### config.mk
export PLATFORM = sky130hd
export DESIGN_NAME = dae_top
export DESIGN_NICKNAME = d
export VERILOG_FILES = /design/src/rtl/dae_pkg.sv /design/src/rtl/dae_top.sv
export VERILOG_INCLUDE_DIRS = /design/src /design/src/rtl
export SDC_FILE = /design/constraint.sdc
export NUM_CORES = 1
export LEC_CHECK = 0
export BUFFER_PORTS_ARGS = -buffer_cell sky130_fd_sc_hd__buf_4
export CAP_MARGIN = 20
export CORE_MARGIN = 2
export CORE_UTILIZATION = 30
export CTS_CLUSTER_DIAMETER = 120
export DETAILED_ROUTE_END_ITERATION = 7
export SETUP_SLACK_MARGIN = 0.02
export SLEW_MARGIN = 40
export SYNTH_ARGS = -nofsm -noshare
export SYNTH_HDL_FRONTEND = slang
export SYNTH_SLANG_ARGS = --single-unit
### constraint.sdc
create_clock -name clk_i -period 4.44 [get_ports clk_i]
set_clock_uncertainty 0.2 [all_clocks]
set_input_delay 0.888 -clock clk_i [delete_from_list [all_inputs] [get_ports clk_i]]
set_output_delay 0.888 -clock clk_i [all_outputs]
set_load 0.02 [all_outputs]
### src/rtl/dae_regs.svh
/*
 Register offsets, field values and lane constants for the
 acknowledge/error-report and video sequencing block.
 Assumes inclusion by bare name from the block's design file.
*/
`ifndef DAE_REGS_SVH
`define DAE_REGS_SVH
`define DAE_CTRL_ADR  8'h00
`define DAE_ERR_ADR   8'h04
`define DAE_SYNC_ADR  8'h08
`define DAE_CNT_ADR   8'h0C
`define DAE_SYNCW_RST 8'h10
// 00100001 first-to-last, sent LSB first
`define DAE_ACK_TRIG  8'h84
`define DAE_DT_ACKERR 6'h02
`define DAE_DT_RD1    6'h21
`define DAE_DT_RD2    6'h22
`define DAE_ERR_KEEP  16'hBFFF
`define DAE_ERR_SB    16'h0100
`define DAE_ERR_NOEX  16'h9A03
`define DAE_ERR_PROTO 16'h8000
`define DAE_ECC_P0    24'hF12CB7
`define DAE_ECC_P1    24'hF2555B
`define DAE_ECC_P2    24'h749A6D
`define DAE_ECC_P3    24'hB8E38E
`define DAE_ECC_P4    24'hDF03F0
`define DAE_ECC_P5    24'hEFFC00
`endif

### src/rtl/dae_pkg.sv
/*
 Types for the acknowledge/error-report and video sequencing block.
 Assumes nothing beyond a SystemVerilog compiler.
*/
package dae_pkg;
	typedef enum logic [1:0] {
		ST_IDLE  = 2'h0,
		ST_SHIFT = 2'h1,
		ST_TURN  = 2'h3
	} dae_st_t;
	typedef enum logic [1:0] {
		VM_PULSE = 2'h0,
		VM_EVENT = 2'h1,
		VM_BURST = 2'h2
	} dae_vmode_t;
	typedef enum logic [2:0] {
		PK_VSS   = 3'h0,
		PK_VSE   = 3'h1,
		PK_HSS   = 3'h2,
		PK_HSE   = 3'h3,
		PK_BLANK = 3'h4,
		PK_PIXEL = 3'h5,
		PK_OTHER = 3'h6
	} dae_pkt_t;
	typedef struct packed {
		logic     valid;
		dae_pkt_t kind;
	} dae_vid_t;
	typedef struct packed {
		logic valid;
		logic bta;
		logic rd;
		logic rd2;
	} dae_hend_t;
	typedef struct packed {
		logic        cyc;
		logic        stb;
		logic        we;
		logic [7:0]  adr;
		logic [3:0]  sel;
		logic [31:0] dat;
	} dae_wbreq_t;
	typedef struct packed {
		dae_st_t     st;
		logic [15:0] err;
		logic [15:0] rep;
		logic [63:0] sbuf;
		logic [6:0]  bits;
		logic        tbit;
		logic [1:0]  mode;
		logic [1:0]  vc;
		logic [7:0]  syncw;
		logic        ack;
		logic [31:0] dat;
		logic        s1;
		logic        s2;
		logic        s3;
		logic        lvl;
		logic        vs;
		logic        hs;
		logic [7:0]  vcnt;
		logic [7:0]  hcnt;
		logic        line_open;
		logic        line_rdy;
		logic        exec;
		logic [15:0] line_cnt;
		logic [15:0] frame_cnt;
	} dae_state_t;
endpackage

### src/rtl/dae_top.sv
/*
 Peripheral-side response framer and video sequence tracker.
 Assumes an upstream packet decoder on clk_i that reports host packets,
 per-transmission error flags and the end of each host transmission.
*/
// The placing of the registers and the Wishbone register port were left to the implementer.
// Functional notes
// - plain acknowledge is trigger byte 00100001
// - read response: identifier, two data, ECC
// - one-byte read: second data byte zero
// - error report: identifier, errors low, high, ECC
// - each detected error sets its bit
// - bits 0-7 carry physical layer errors
// - bit 8 single ECC, bit 9 multi ECC
// - bits 10-13,15 protocol errors; 14 reserved
// - errors accumulate until reported
// - blanking may idle or carry other packets
// - device talks only after host turnaround
// - accept any packet order while well formed
// - pulse mode rebuilds sync pulse widths
// - event mode: single sync event packets
// - burst pixels held, shown at panel rate; no store here, only a line_rdy_o pulse per line
// - reported errors cleared after report
// - turnaround after every device transmission
// - no turnaround request means no answer
// - multi-bit error command discarded, report only
`timescale 1ns/1ps
`include "dae_regs.svh"
module dae_top (
	// Clock and reset
	input  wire logic               clk_i,
	input  wire logic               rst_i,
	// Wishbone slave
	input  wire dae_pkg::dae_wbreq_t wb_i,
	output logic [31:0]             wb_dat_o,
	output logic                    wb_ack_o,
	// Host packet decoder
	input  wire dae_pkg::dae_vid_t  vid_i,
	input  wire dae_pkg::dae_hend_t hend_i,
	input  wire logic [15:0]        err_i,
	input  wire logic [15:0]        rd_data_i,
	// Link clock lane and reverse lane
	input  wire logic               lclk_i,
	output logic                    tx_bit_o,
	output logic                    tx_oe_o,
	output logic                    turn_o,
	// Display side
	output logic                    exec_o,
	output logic                    vsync_o,
	output logic                    hsync_o,
	output logic                    line_rdy_o
);
	dae_pkg::dae_state_t r;
	dae_pkg::dae_state_t n;
	logic        rise;
	logic        proto;
	logic [15:0] errs;
	logic        rd_ok;
	logic [31:0] rep_pkt;
	logic [31:0] rsp_pkt;
	logic [7:0]  di_rep;
	logic [7:0]  di_rsp;
	logic [7:0]  rd_hi;

	function automatic logic [7:0] ecc_f(input logic [23:0] d);
		ecc_f = {2'b00, ^(d & `DAE_ECC_P5), ^(d & `DAE_ECC_P4),
			^(d & `DAE_ECC_P3), ^(d & `DAE_ECC_P2),
			^(d & `DAE_ECC_P1), ^(d & `DAE_ECC_P0)};
	endfunction

	// Pixel with no line start since the last pixel is a protocol fault
	assign proto = vid_i.valid && vid_i.kind == dae_pkg::PK_PIXEL && !r.line_open;
	assign errs = r.err | ((err_i | (proto ? `DAE_ERR_PROTO : 16'h0000)) & `DAE_ERR_KEEP);
	assign rd_ok = hend_i.rd && ((errs & ~`DAE_ERR_SB) == 16'h0000);
	assign di_rep = {r.vc, `DAE_DT_ACKERR};
	assign di_rsp = {r.vc, hend_i.rd2 ? `DAE_DT_RD2 : `DAE_DT_RD1};
	assign rd_hi = hend_i.rd2 ? rd_data_i[15:8] : 8'h00;
	assign rep_pkt = {ecc_f({errs, di_rep}), errs[15:8], errs[7:0], di_rep};
	assign rsp_pkt = {ecc_f({rd_hi, rd_data_i[7:0], di_rsp}), rd_hi, rd_data_i[7:0], di_rsp};

	always_comb begin
		n = r;
		rise = 1'b0;
		n.s1 = lclk_i;
		n.s2 = r.s1;
		n.s3 = r.s2;
		if (r.s2 == r.s3 && r.s3 != r.lvl) begin
			n.lvl = r.s3;
			rise = r.s3;
		end
		// Register bus, one wait state
		n.ack = wb_i.cyc & wb_i.stb & ~r.ack;
		if (n.ack && !wb_i.we) begin
			case (wb_i.adr)
				`DAE_CTRL_ADR: n.dat = {16'h0000, r.syncw, 4'h0, r.vc, r.mode};
				`DAE_ERR_ADR:  n.dat = {16'h0000, r.err};
				`DAE_SYNC_ADR: n.dat = {26'h0000000, r.st, 1'b0, r.line_open, r.hs, r.vs};
				`DAE_CNT_ADR:  n.dat = {r.frame_cnt, r.line_cnt};
				default:       n.dat = 32'h00000000;
			endcase
		end
		if (n.ack && wb_i.we && wb_i.adr == `DAE_CTRL_ADR) begin
			if (wb_i.sel[0]) begin
				n.mode = wb_i.dat[1:0];
				n.vc = wb_i.dat[3:2];
			end
			if (wb_i.sel[1])
				n.syncw = wb_i.dat[15:8];
		end
		// Errors gathered every cycle, new flags win over clearing
		n.err = errs;
		n.exec = hend_i.valid && !hend_i.rd && ((err_i & `DAE_ERR_NOEX) == 16'h0000);
		// Video timing rebuild
		n.line_rdy = 1'b0;
		if (r.mode != dae_pkg::VM_PULSE) begin
			if (r.vcnt != 8'h00)
				n.vcnt = r.vcnt - 8'h01;
			if (r.hcnt != 8'h00)
				n.hcnt = r.hcnt - 8'h01;
			if (r.vcnt == 8'h01)
				n.vs = 1'b0;
			if (r.hcnt == 8'h01)
				n.hs = 1'b0;
		end
		if (vid_i.valid) begin
			case (vid_i.kind)
				dae_pkg::PK_VSS: begin
					n.vs = 1'b1;
					n.vcnt = r.syncw;
					n.line_open = 1'b1;
					n.line_cnt = 16'h0000;
					n.frame_cnt = r.frame_cnt + 16'h0001;
				end
				dae_pkg::PK_VSE: begin
					if (r.mode == dae_pkg::VM_PULSE)
						n.vs = 1'b0;
					n.line_open = 1'b1;
					n.line_cnt = r.line_cnt + 16'h0001;
				end
				dae_pkg::PK_HSS: begin
					n.hs = 1'b1;
					n.hcnt = r.syncw;
					n.line_open = 1'b1;
					n.line_cnt = r.line_cnt + 16'h0001;
				end
				dae_pkg::PK_HSE: begin
					if (r.mode == dae_pkg::VM_PULSE)
						n.hs = 1'b0;
				end
				dae_pkg::PK_PIXEL: begin
					// Line store lives downstream; burst lines drain at panel rate
					n.line_rdy = r.line_open;
					n.line_open = 1'b0;
				end
				default: begin
					// Blanking and other traffic leave line state alone
				end
			endcase
		end
		// Reverse transmission only in answer to a turnaround
		case (r.st)
			dae_pkg::ST_IDLE: begin
				if (hend_i.valid && hend_i.bta) begin
					n.st = dae_pkg::ST_SHIFT;
					n.rep = errs;
					if (errs == 16'h0000 && !hend_i.rd) begin
						n.sbuf = {56'h0, `DAE_ACK_TRIG};
						n.bits = 7'h08;
					end else if (errs == 16'h0000) begin
						n.sbuf = {32'h0, rsp_pkt};
						n.bits = 7'h20;
					end else if (rd_ok) begin
						n.sbuf = {rep_pkt, rsp_pkt};
						n.bits = 7'h40;
					end else begin
						n.sbuf = {32'h0, rep_pkt};
						n.bits = 7'h20;
					end
				end
			end
			dae_pkg::ST_SHIFT: begin
				if (rise) begin
					if (r.bits == 7'h00) begin
						n.st = dae_pkg::ST_TURN;
					end else begin
						n.tbit = r.sbuf[0];
						n.sbuf = {1'b0, r.sbuf[63:1]};
						n.bits = r.bits - 7'h01;
					end
				end
			end
			dae_pkg::ST_TURN: begin
				n.err = errs & ~(r.rep & ~((err_i | (proto ? `DAE_ERR_PROTO : 16'h0000)) & `DAE_ERR_KEEP));
				n.rep = 16'h0000;
				n.tbit = 1'b0;
				n.st = dae_pkg::ST_IDLE;
			end
			default: n.st = dae_pkg::ST_IDLE;
		endcase
	end

	always_ff @(posedge clk_i) begin
		if (rst_i) begin
			r <= '0;
			r.syncw <= `DAE_SYNCW_RST;
		end else begin
			r <= n;
		end
	end

	assign wb_dat_o = r.dat;
	assign wb_ack_o = r.ack;
	assign tx_bit_o = r.tbit;
	assign tx_oe_o = r.st == dae_pkg::ST_SHIFT;
	assign turn_o = r.st == dae_pkg::ST_TURN;
	assign exec_o = r.exec;
	assign vsync_o = r.vs;
	assign hsync_o = r.hs;
	assign line_rdy_o = r.line_rdy;
endmodule

==> metrics.md, run 1 <==
| Metric | Value |
|---|---|
| Outcome | `complete, no violations` |
| Post-Syn Area per Cell | `8.52 µm²` |
| Global-route wire length before repair | `44000 µm` |
| Switch share | `0.248` |
| GR Layer Usage met2 | `0.244` |
| Die Area | `around 35000 µm²` |
| Hold endpoint | `r[204]` |
| Bufs and invs on worst path | `1` |
| Hold WC Path Type | `flop to flop` |
| Critical-path cell list | `buf_4 > nor2_1 > ha_1 > xnor2_1 > xnor2_1 > xnor3_1 > xnor2_1 > mux2i_1 > a211oi_1` |
| Worst Hold Launch | `r[188]` |
| Worst Setup Start Kind | `primary input` |
| Comb pwr share | `0.124` |
| Setup Buffers After CTS | `0` |
| Max clock buf depth | `3` |
| VDD IR-drop max | `0.000299 V` |
| Die Wd | `between 150 and 200 µm` |
| Layout fillers | `around 3400` |
| Num rows | `67` |
| Die Ht | `187 µm` |
| M3 GR Usage | `0.0246` |
| FF-to-FF setup slack | `1.43 ns` |
| Max transition margin | `0.440` |
| Slew @ Worst Pin | `between 0.8 and 0.9 ns` |
| Crit-path max FO | `5` |
| Primary FF master, synth | `dfxtp_1` |
| Fin crit period | `3.14 ns` |
| Int Pwr | `between 0.003 and 0.004 W` |
| Reg2reg path depth | `8` |
| Syn Inst Count | `~1200` |
| P_sw | `0.00112 W` |
| Port buffer count | `106` |
| Period utilization | `0.707` |
| Fmax | `318 MHz` |
| Fin Setup TNS | `0 ns` |
| Final ANT Viol Nets | `0` |
| Reg-to-Reg End | `r[135]` |
| Routed vias | `between 8000 and 9000` |
| Clock sink count | `206` |
| RSZ-0062 raised after global routing | `false` |
| Crit. End Element | `flop` |
| Share of post-route cells with drive strength above 1 | `0.159` |
| NumNets Final | `roughly 1300` |
| Busiest layer in global routing | `met2` |
| Max Slew Vio Count | `0` |
| # resized after CTS | `0` |
| Required @ worst endpoint | `4.66 ns` |
| Starting Density | `0.302` |
| CTS tree | `done` |
| Met1 global-route usage | `0.216` |
| Worst Setup Path Type | `primary input to flop` |
| Gr ovfl total | `0` |
| Number of synthesized register bits | `206` |
| Worst Hold Depth | `1` |
| Vias in the first global route | `8111` |
| Initial drt markers | `578` |
| Most frequent cells in the layout | `220 x nor2_1, 206 x dfxtp_1, 129 x buf_4` |
| R2r startpoint | `r[202]` |
| Synth top area share | `0.410` |
| Delay-heaviest family, CP | `XOR/XNOR gates` |
| Netlist Area Pre-Place | `between 10000 and 15000 µm²` |
| Diode count | `0` |
| 1st-pass router iterations | `5` |
| Critical Path AT | `3.36 ns` |
| Clk pwr share | `0.448` |
| Drt drc | `0` |
| H-tree Lvls | `1` |
| Gpl congestion | `approximately 0.85` |
| Clock transition at path regs | `0.06 ns` |
| Pleak | `4.61 nW` |
| Num CTS Buffers | `22` |
| GRT Total Usage | `0.154` |
| Total Wirelength | `27700 µm` |
| Clock insertion delay at the later pin of the skew report | `0.51 ns` |
| Largest net degree at the start of global routing | `123` |
| Root Buffer | `clkbuf_16` |
| Seq/Total Area, Yosys | `0.410` |
| Synth warn | `0` |
| Commonest non-fill, non-tap cell in the layout | `nor2_1` |
| Largest area contributor in the netlist | `dfxtp_1` |
| DP Area | `11100 µm²` |
| Initial antenna violation count | `0` |
| Slowest cell on the critical path | `nor2_1` |
| Top cells by area, synth | `dfxtp_1 41%, nor2_1 8.2%, a22oi_1 5.2%, xnor2_1 5.1%, a21oi_1 3.5%` |
| DP HPWL | `about 20000 µm` |
| Pwr Density | `around 380 nW/µm²` |
| Final Setup Violations | `0` |
| MaxCap Viol Count | `0` |
| Hold Violations, Final | `0` |
| Cts hold-fix bufs | `0` |
| Syn_nets | `1287` |
| Yosys cell types | `69` |
| Critical path's most frequent cell | `xnor2_1` |
| Seq pwr share | `0.428` |
| Core area | `33300 µm²` |
| Post-Layout Inst Area | `11900 µm²` |
| Post-synth EDFFs | `0` |
| Tightest hold margin | `0.223 ns` |
| CP peak stage delay | `roughly 0.47 ns` |
| Post-synthesis async set-or-reset flop share | `0` |
| Top Ports | `130` |
| Via density | `5.06` |
| Layout area overhead | `18.0%` |
| Wire per inst | `16.4 µm` |
[registers in the layout, indices dropped and copies added (netlist names), 2 cells and up]
register	flops
n	2
wb_dat_o	32
di_rep	2
r	164
[worst max path at each step]
stage / depth (start not counted) / from / slack [ns] / to
2_1_floorplan: 8 / err_i[12] / 1.50 / r[135]
3_3_place_gp: 9 / err_i[12] / 0.89 / r[135]
3_5_place_dp: 9 / err_i[12] / 0.82 / r[135]
4_1_cts: 9 / err_i[12] / 1.33 / r[135]
5_1_grt: 9 / err_i[12] / 1.12 / r[135]
6_report: 9 / err_i[12] / 1.30 / r[135]
[per-stage QoR]
| step | worst slack (ns) | utilization | std cells | power [W] |
|---|---|---|---|---|
| detailed placement | 0.821 | 0.333 | 1654 | 0.00253 |
| CTS | 1.33 | 0.357 | 1692 | 0.00454 |
| finish | 1.30 | 0.357 | 1692 | 0.00451 |
| global route | 1.12 | 0.357 | 1692 | 0.00467 |
| global placement | 0.889 | 0.332 | 1653 | 0.00252 |
| floorplan | 1.50 | - | 1181 | 0.00234 |
[cells in the mapped netlist (3+ instances only)]
cell / count
a211oi_1: 16
a21oi_1: 71
a221oi_1: 10
a22oi_1: 70
a31oi_1: 22
a32oi_1: 4
and2_1: 5
and3_1: 8
buf_1: 3
buf_2: 14
buf_4: 37
buf_6: 4
clkbuf_1: 49
dfxtp_1: 206
ha_1: 16
inv_1: 11
mux2i_1: 30
mux4_2: 3
nand2_1: 87
nand2b_1: 5
nand3_1: 28
nand3b_1: 3
nand4_1: 5
nor2_1: 221
nor2b_1: 5
nor3_1: 35
nor4_1: 11
o211ai_1: 11
o21ai_0: 29
or2_2: 4
or3_1: 9
xnor2_1: 59
xnor3_1: 6
xor2_1: 38
[metal layers]
| metal | share of wire | wire length (µm) |
|---|---|---|
| met1 | 0.48 | 13200 |
| met2 | 0.44 | 12300 |
| met3 | 0.054 | 1500 |
| met4 | 0.028 | 764 |
| met5 | 0 | 0 |
[cell families (layout without fill, tap and decap cells)]
kind of cell / count (synthesis) / in the layout / share of synthesized area
and+or+nand+nor: 440 / 440 / 0.197
AOI/OAI and AO/OA: 261 / 261 / 0.174
DFF: 206 / 206 / 0.410
buffers and inverters: 120 / 183 / 0.0633
xor gates and xnor gates: 103 / 103 / 0.0978
muxes: 35 / 35 / 0.0388
adders and majority gates: 16 / 16 / 0.0199
[power groups by stage]
stage	sequential, W	clock [W]	combinational (W)
after floorplan	0.00196	0	0.000385
after global placement	0.00197	0	0.000546
after detailed placement	0.00197	0	0.000554
after CTS	0.00193	0.00205	0.000558
after global routing	0.00194	0.00212	0.000615
final	0.00193	0.00202	0.000558
[final cells by class]
type                    instances  area (µm²)  area share
clock buffers                  29         648      0.0546
well taps                     448         561      0.0472
multi-input cells             855        5320       0.448
inverters                      13        48.8     0.00411
clock inverters                 9         145      0.0122
flip-flops and latches        206        4120       0.347
repair buffers                132        1030      0.0868
Note: power is estimated with default switching activity, not from simulation.
==> run 2: changes to the inputs <==
- clock period: 4.44 -> 3.09 ns (I/O delays scaled with it)
==> metrics.md, run 2 (synthesis gave the netlist of run 1 again) <==
| Metric | Value |
|---|---|
| Outcome | `complete, no violations` |
| H-tree Lvls | `1` |
| Max transition margin | `0.570` |
| Crit. End Element | `flop` |
| Top reg by flops | `r` |
| Core area | `between 30000 and 40000 µm²` |
| Layout fillers | `roughly 3400` |
| Seq pwr share | `0.445` |
| Die Ht | `around 190 µm` |
| Period utilization | `0.838` |
| Cts hold-fix bufs | `0` |
| Drt drc | `0` |
| Util after Layout | `0.358` |
| Final ANT Viol Nets | `0` |
| Final Setup Violations | `0` |
| Largest net degree at the start of global routing | `between 60 and 70` |
| Via density | `5.04` |
| Crit path launch | `r[202]` |
| Clk pwr share | `0.424` |
| NumNets Final | `1352` |
| MaxCap Viol Count | `0` |
| Clock sink count | `206` |
| R2r startpoint | `r[202]` |
| Hold Violations, Final | `0` |
| Worst Setup Start Kind | `flop` |
| Initial drt markers | `approximately 650` |
| Clock insertion delay at the later pin of the skew report | `0.52 ns` |
| Die Wd | `187 µm` |
| P_sw | `0.00159 W` |
| Top Ports | `130` |
| Total Wirelength | `28200 µm` |
| Num rows | `67` |
| VDD IR-drop max | `0.000285 V` |
| Tightest hold margin | `about 0.073 ns` |
| Max clock buf depth | `3` |
| Wire per inst | `16.5 µm` |
| Critical Path AT | `2.83 ns` |
| 1st-pass router iterations | `7` |
| # resized after CTS | `0` |
| Routed vias | `8600` |
| Gpl congestion | `0.833` |
| Port buffer count | `106` |
| DP HPWL | `20300 µm` |
| Setup Buffers After CTS | `0` |
| CP peak stage delay | `around 0.48 ns` |
| Int Pwr | `0.00465 W` |
| Share of post-route cells with drive strength above 1 | `0.165` |
| Worst Hold Launch | `err_i[12]` |
| Hold WC Path Type | `primary input to flop` |
| Fmax | `386 MHz` |
| Critical path's most frequent cell | `xnor2_1` |
| Root Buffer | `clkbuf_16` |
| Pwr Density | `roughly 520 nW/µm²` |
| Slowest cell on the critical path | `xnor3_1` |
| Critical-path cell list | `nor2_1 > ha_1 > xnor2_1 > xnor2_1 > xnor3_1 > xnor2_1 > mux2i_1 > a211oi_1` |
| Most frequent cells in the layout | `220 x nor2_1, 206 x dfxtp_1, 144 x buf_4` |
| Fin crit period | `2.59 ns` |
| Gr ovfl total | `0` |
| Num CTS Buffers | `23` |
| Vias in the first global route | `8234` |
| Clock transition at path regs | `0.06 ns` |
| Diode count | `0` |
| Global-route wire length before repair | `44700 µm` |
| Max reg flops | `164` |
| RSZ-0062 raised after global routing | `false` |
| Layout area overhead | `18.3%` |
| Required @ worst endpoint | `about 3.3 ns` |
| CTS tree | `done` |
| Initial antenna violation count | `0` |
| Max Slew Vio Count | `0` |
| Fin Setup TNS | `0 ns` |
| Slew @ Worst Pin | `between 0.6 and 0.7 ns` |
| Comb pwr share | `0.131` |
| Worst Setup Path Type | `flop to flop` |
| Starting Density | `0.302` |
| Crit-path max FO | `3` |
| Commonest non-fill, non-tap cell in the layout | `nor2_1` |
| Die Area | `~35000 µm²` |
| GRT Total Usage | `0.157` |
| Pleak | `around 4.6 nW` |
| Switch share | `0.255` |
## run 2: cell types whose count changed in the layout (fill, tap and decap cells not counted), sizes merged
cell    delta
buf       +15
clkbuf     +4
inv        +2
bufinv     -3
clkinv     -3
## run 2: layout make-up
class                      instances  area, µm²  share of cell area
multi-input combinational        855       5320               0.447
inverter                          13       48.8             0.00410
timing repair buffer             147       1130              0.0951
clock buffer                      33        663              0.0557
sequential                       206       4120               0.346
tap                              448        561              0.0471
clock inverter                     5       60.1             0.00504
## run 2: final timing paths
check | depth (start not counted) | slack, ns | to
worst max-delay path | 8 | 0.50 | r[135]
worst min-delay path | 2 | 0.07 | exec_o
worst max register to register | 8 | 0.50 | r[135]
worst min register to register | 1 | 0.25 | r[204]
## run 2: worst max-delay path: cells and delay by family (launching register included)
| family | cells | cell delay, ns |
|---|---|---|
| AOI/OAI and AO/OA | 1 | 0.22 |
| xor gates and xnor gates | 4 | 1.12 |
| adders and majority gates | 1 | 0.32 |
| DFF | 1 | 0.35 |
| muxes | 1 | 0.10 |
| and+or+nand+nor | 1 | 0.20 |
## run 2: power groups by stage
stage | registers [W] | logic, W | clock network (W)
6_report | 0.00278 | 0.000815 | 0.00265
4_1_cts | 0.00277 | 0.000814 | 0.00271
3_3_place_gp | 0.00283 | 0.000798 | 0
5_1_grt | 0.00278 | 0.000891 | 0.00283
2_1_floorplan | 0.00282 | 0.000554 | 0
3_5_place_dp | 0.00283 | 0.000807 | 0
## run 2: per-stage QoR
stage / instances / power [W] / setup WS [ns] / area [µm²]
final: 1707 / 0.00624 / 0.499 / 11900
after global routing: 1707 / 0.00650 / 0.278 / 11900
after CTS: 1707 / 0.00630 / 0.474 / 11900
after detailed placement: 1669 / 0.00364 / 0.193 / 11200
after global placement: 1669 / 0.00363 / 0.211 / 11200
after floorplan: 1181 / 0.00337 / 0.415 / 10100
## run 2: routing by layer
metal	GRT usage	part of all wire	up-vias
met1	0.219	0.47	4044
met2	0.247	0.44	258
met4	0.0519	0.029	0
met3	0.0229	0.059	49
met5	0	0	-
li1	-	-	4249
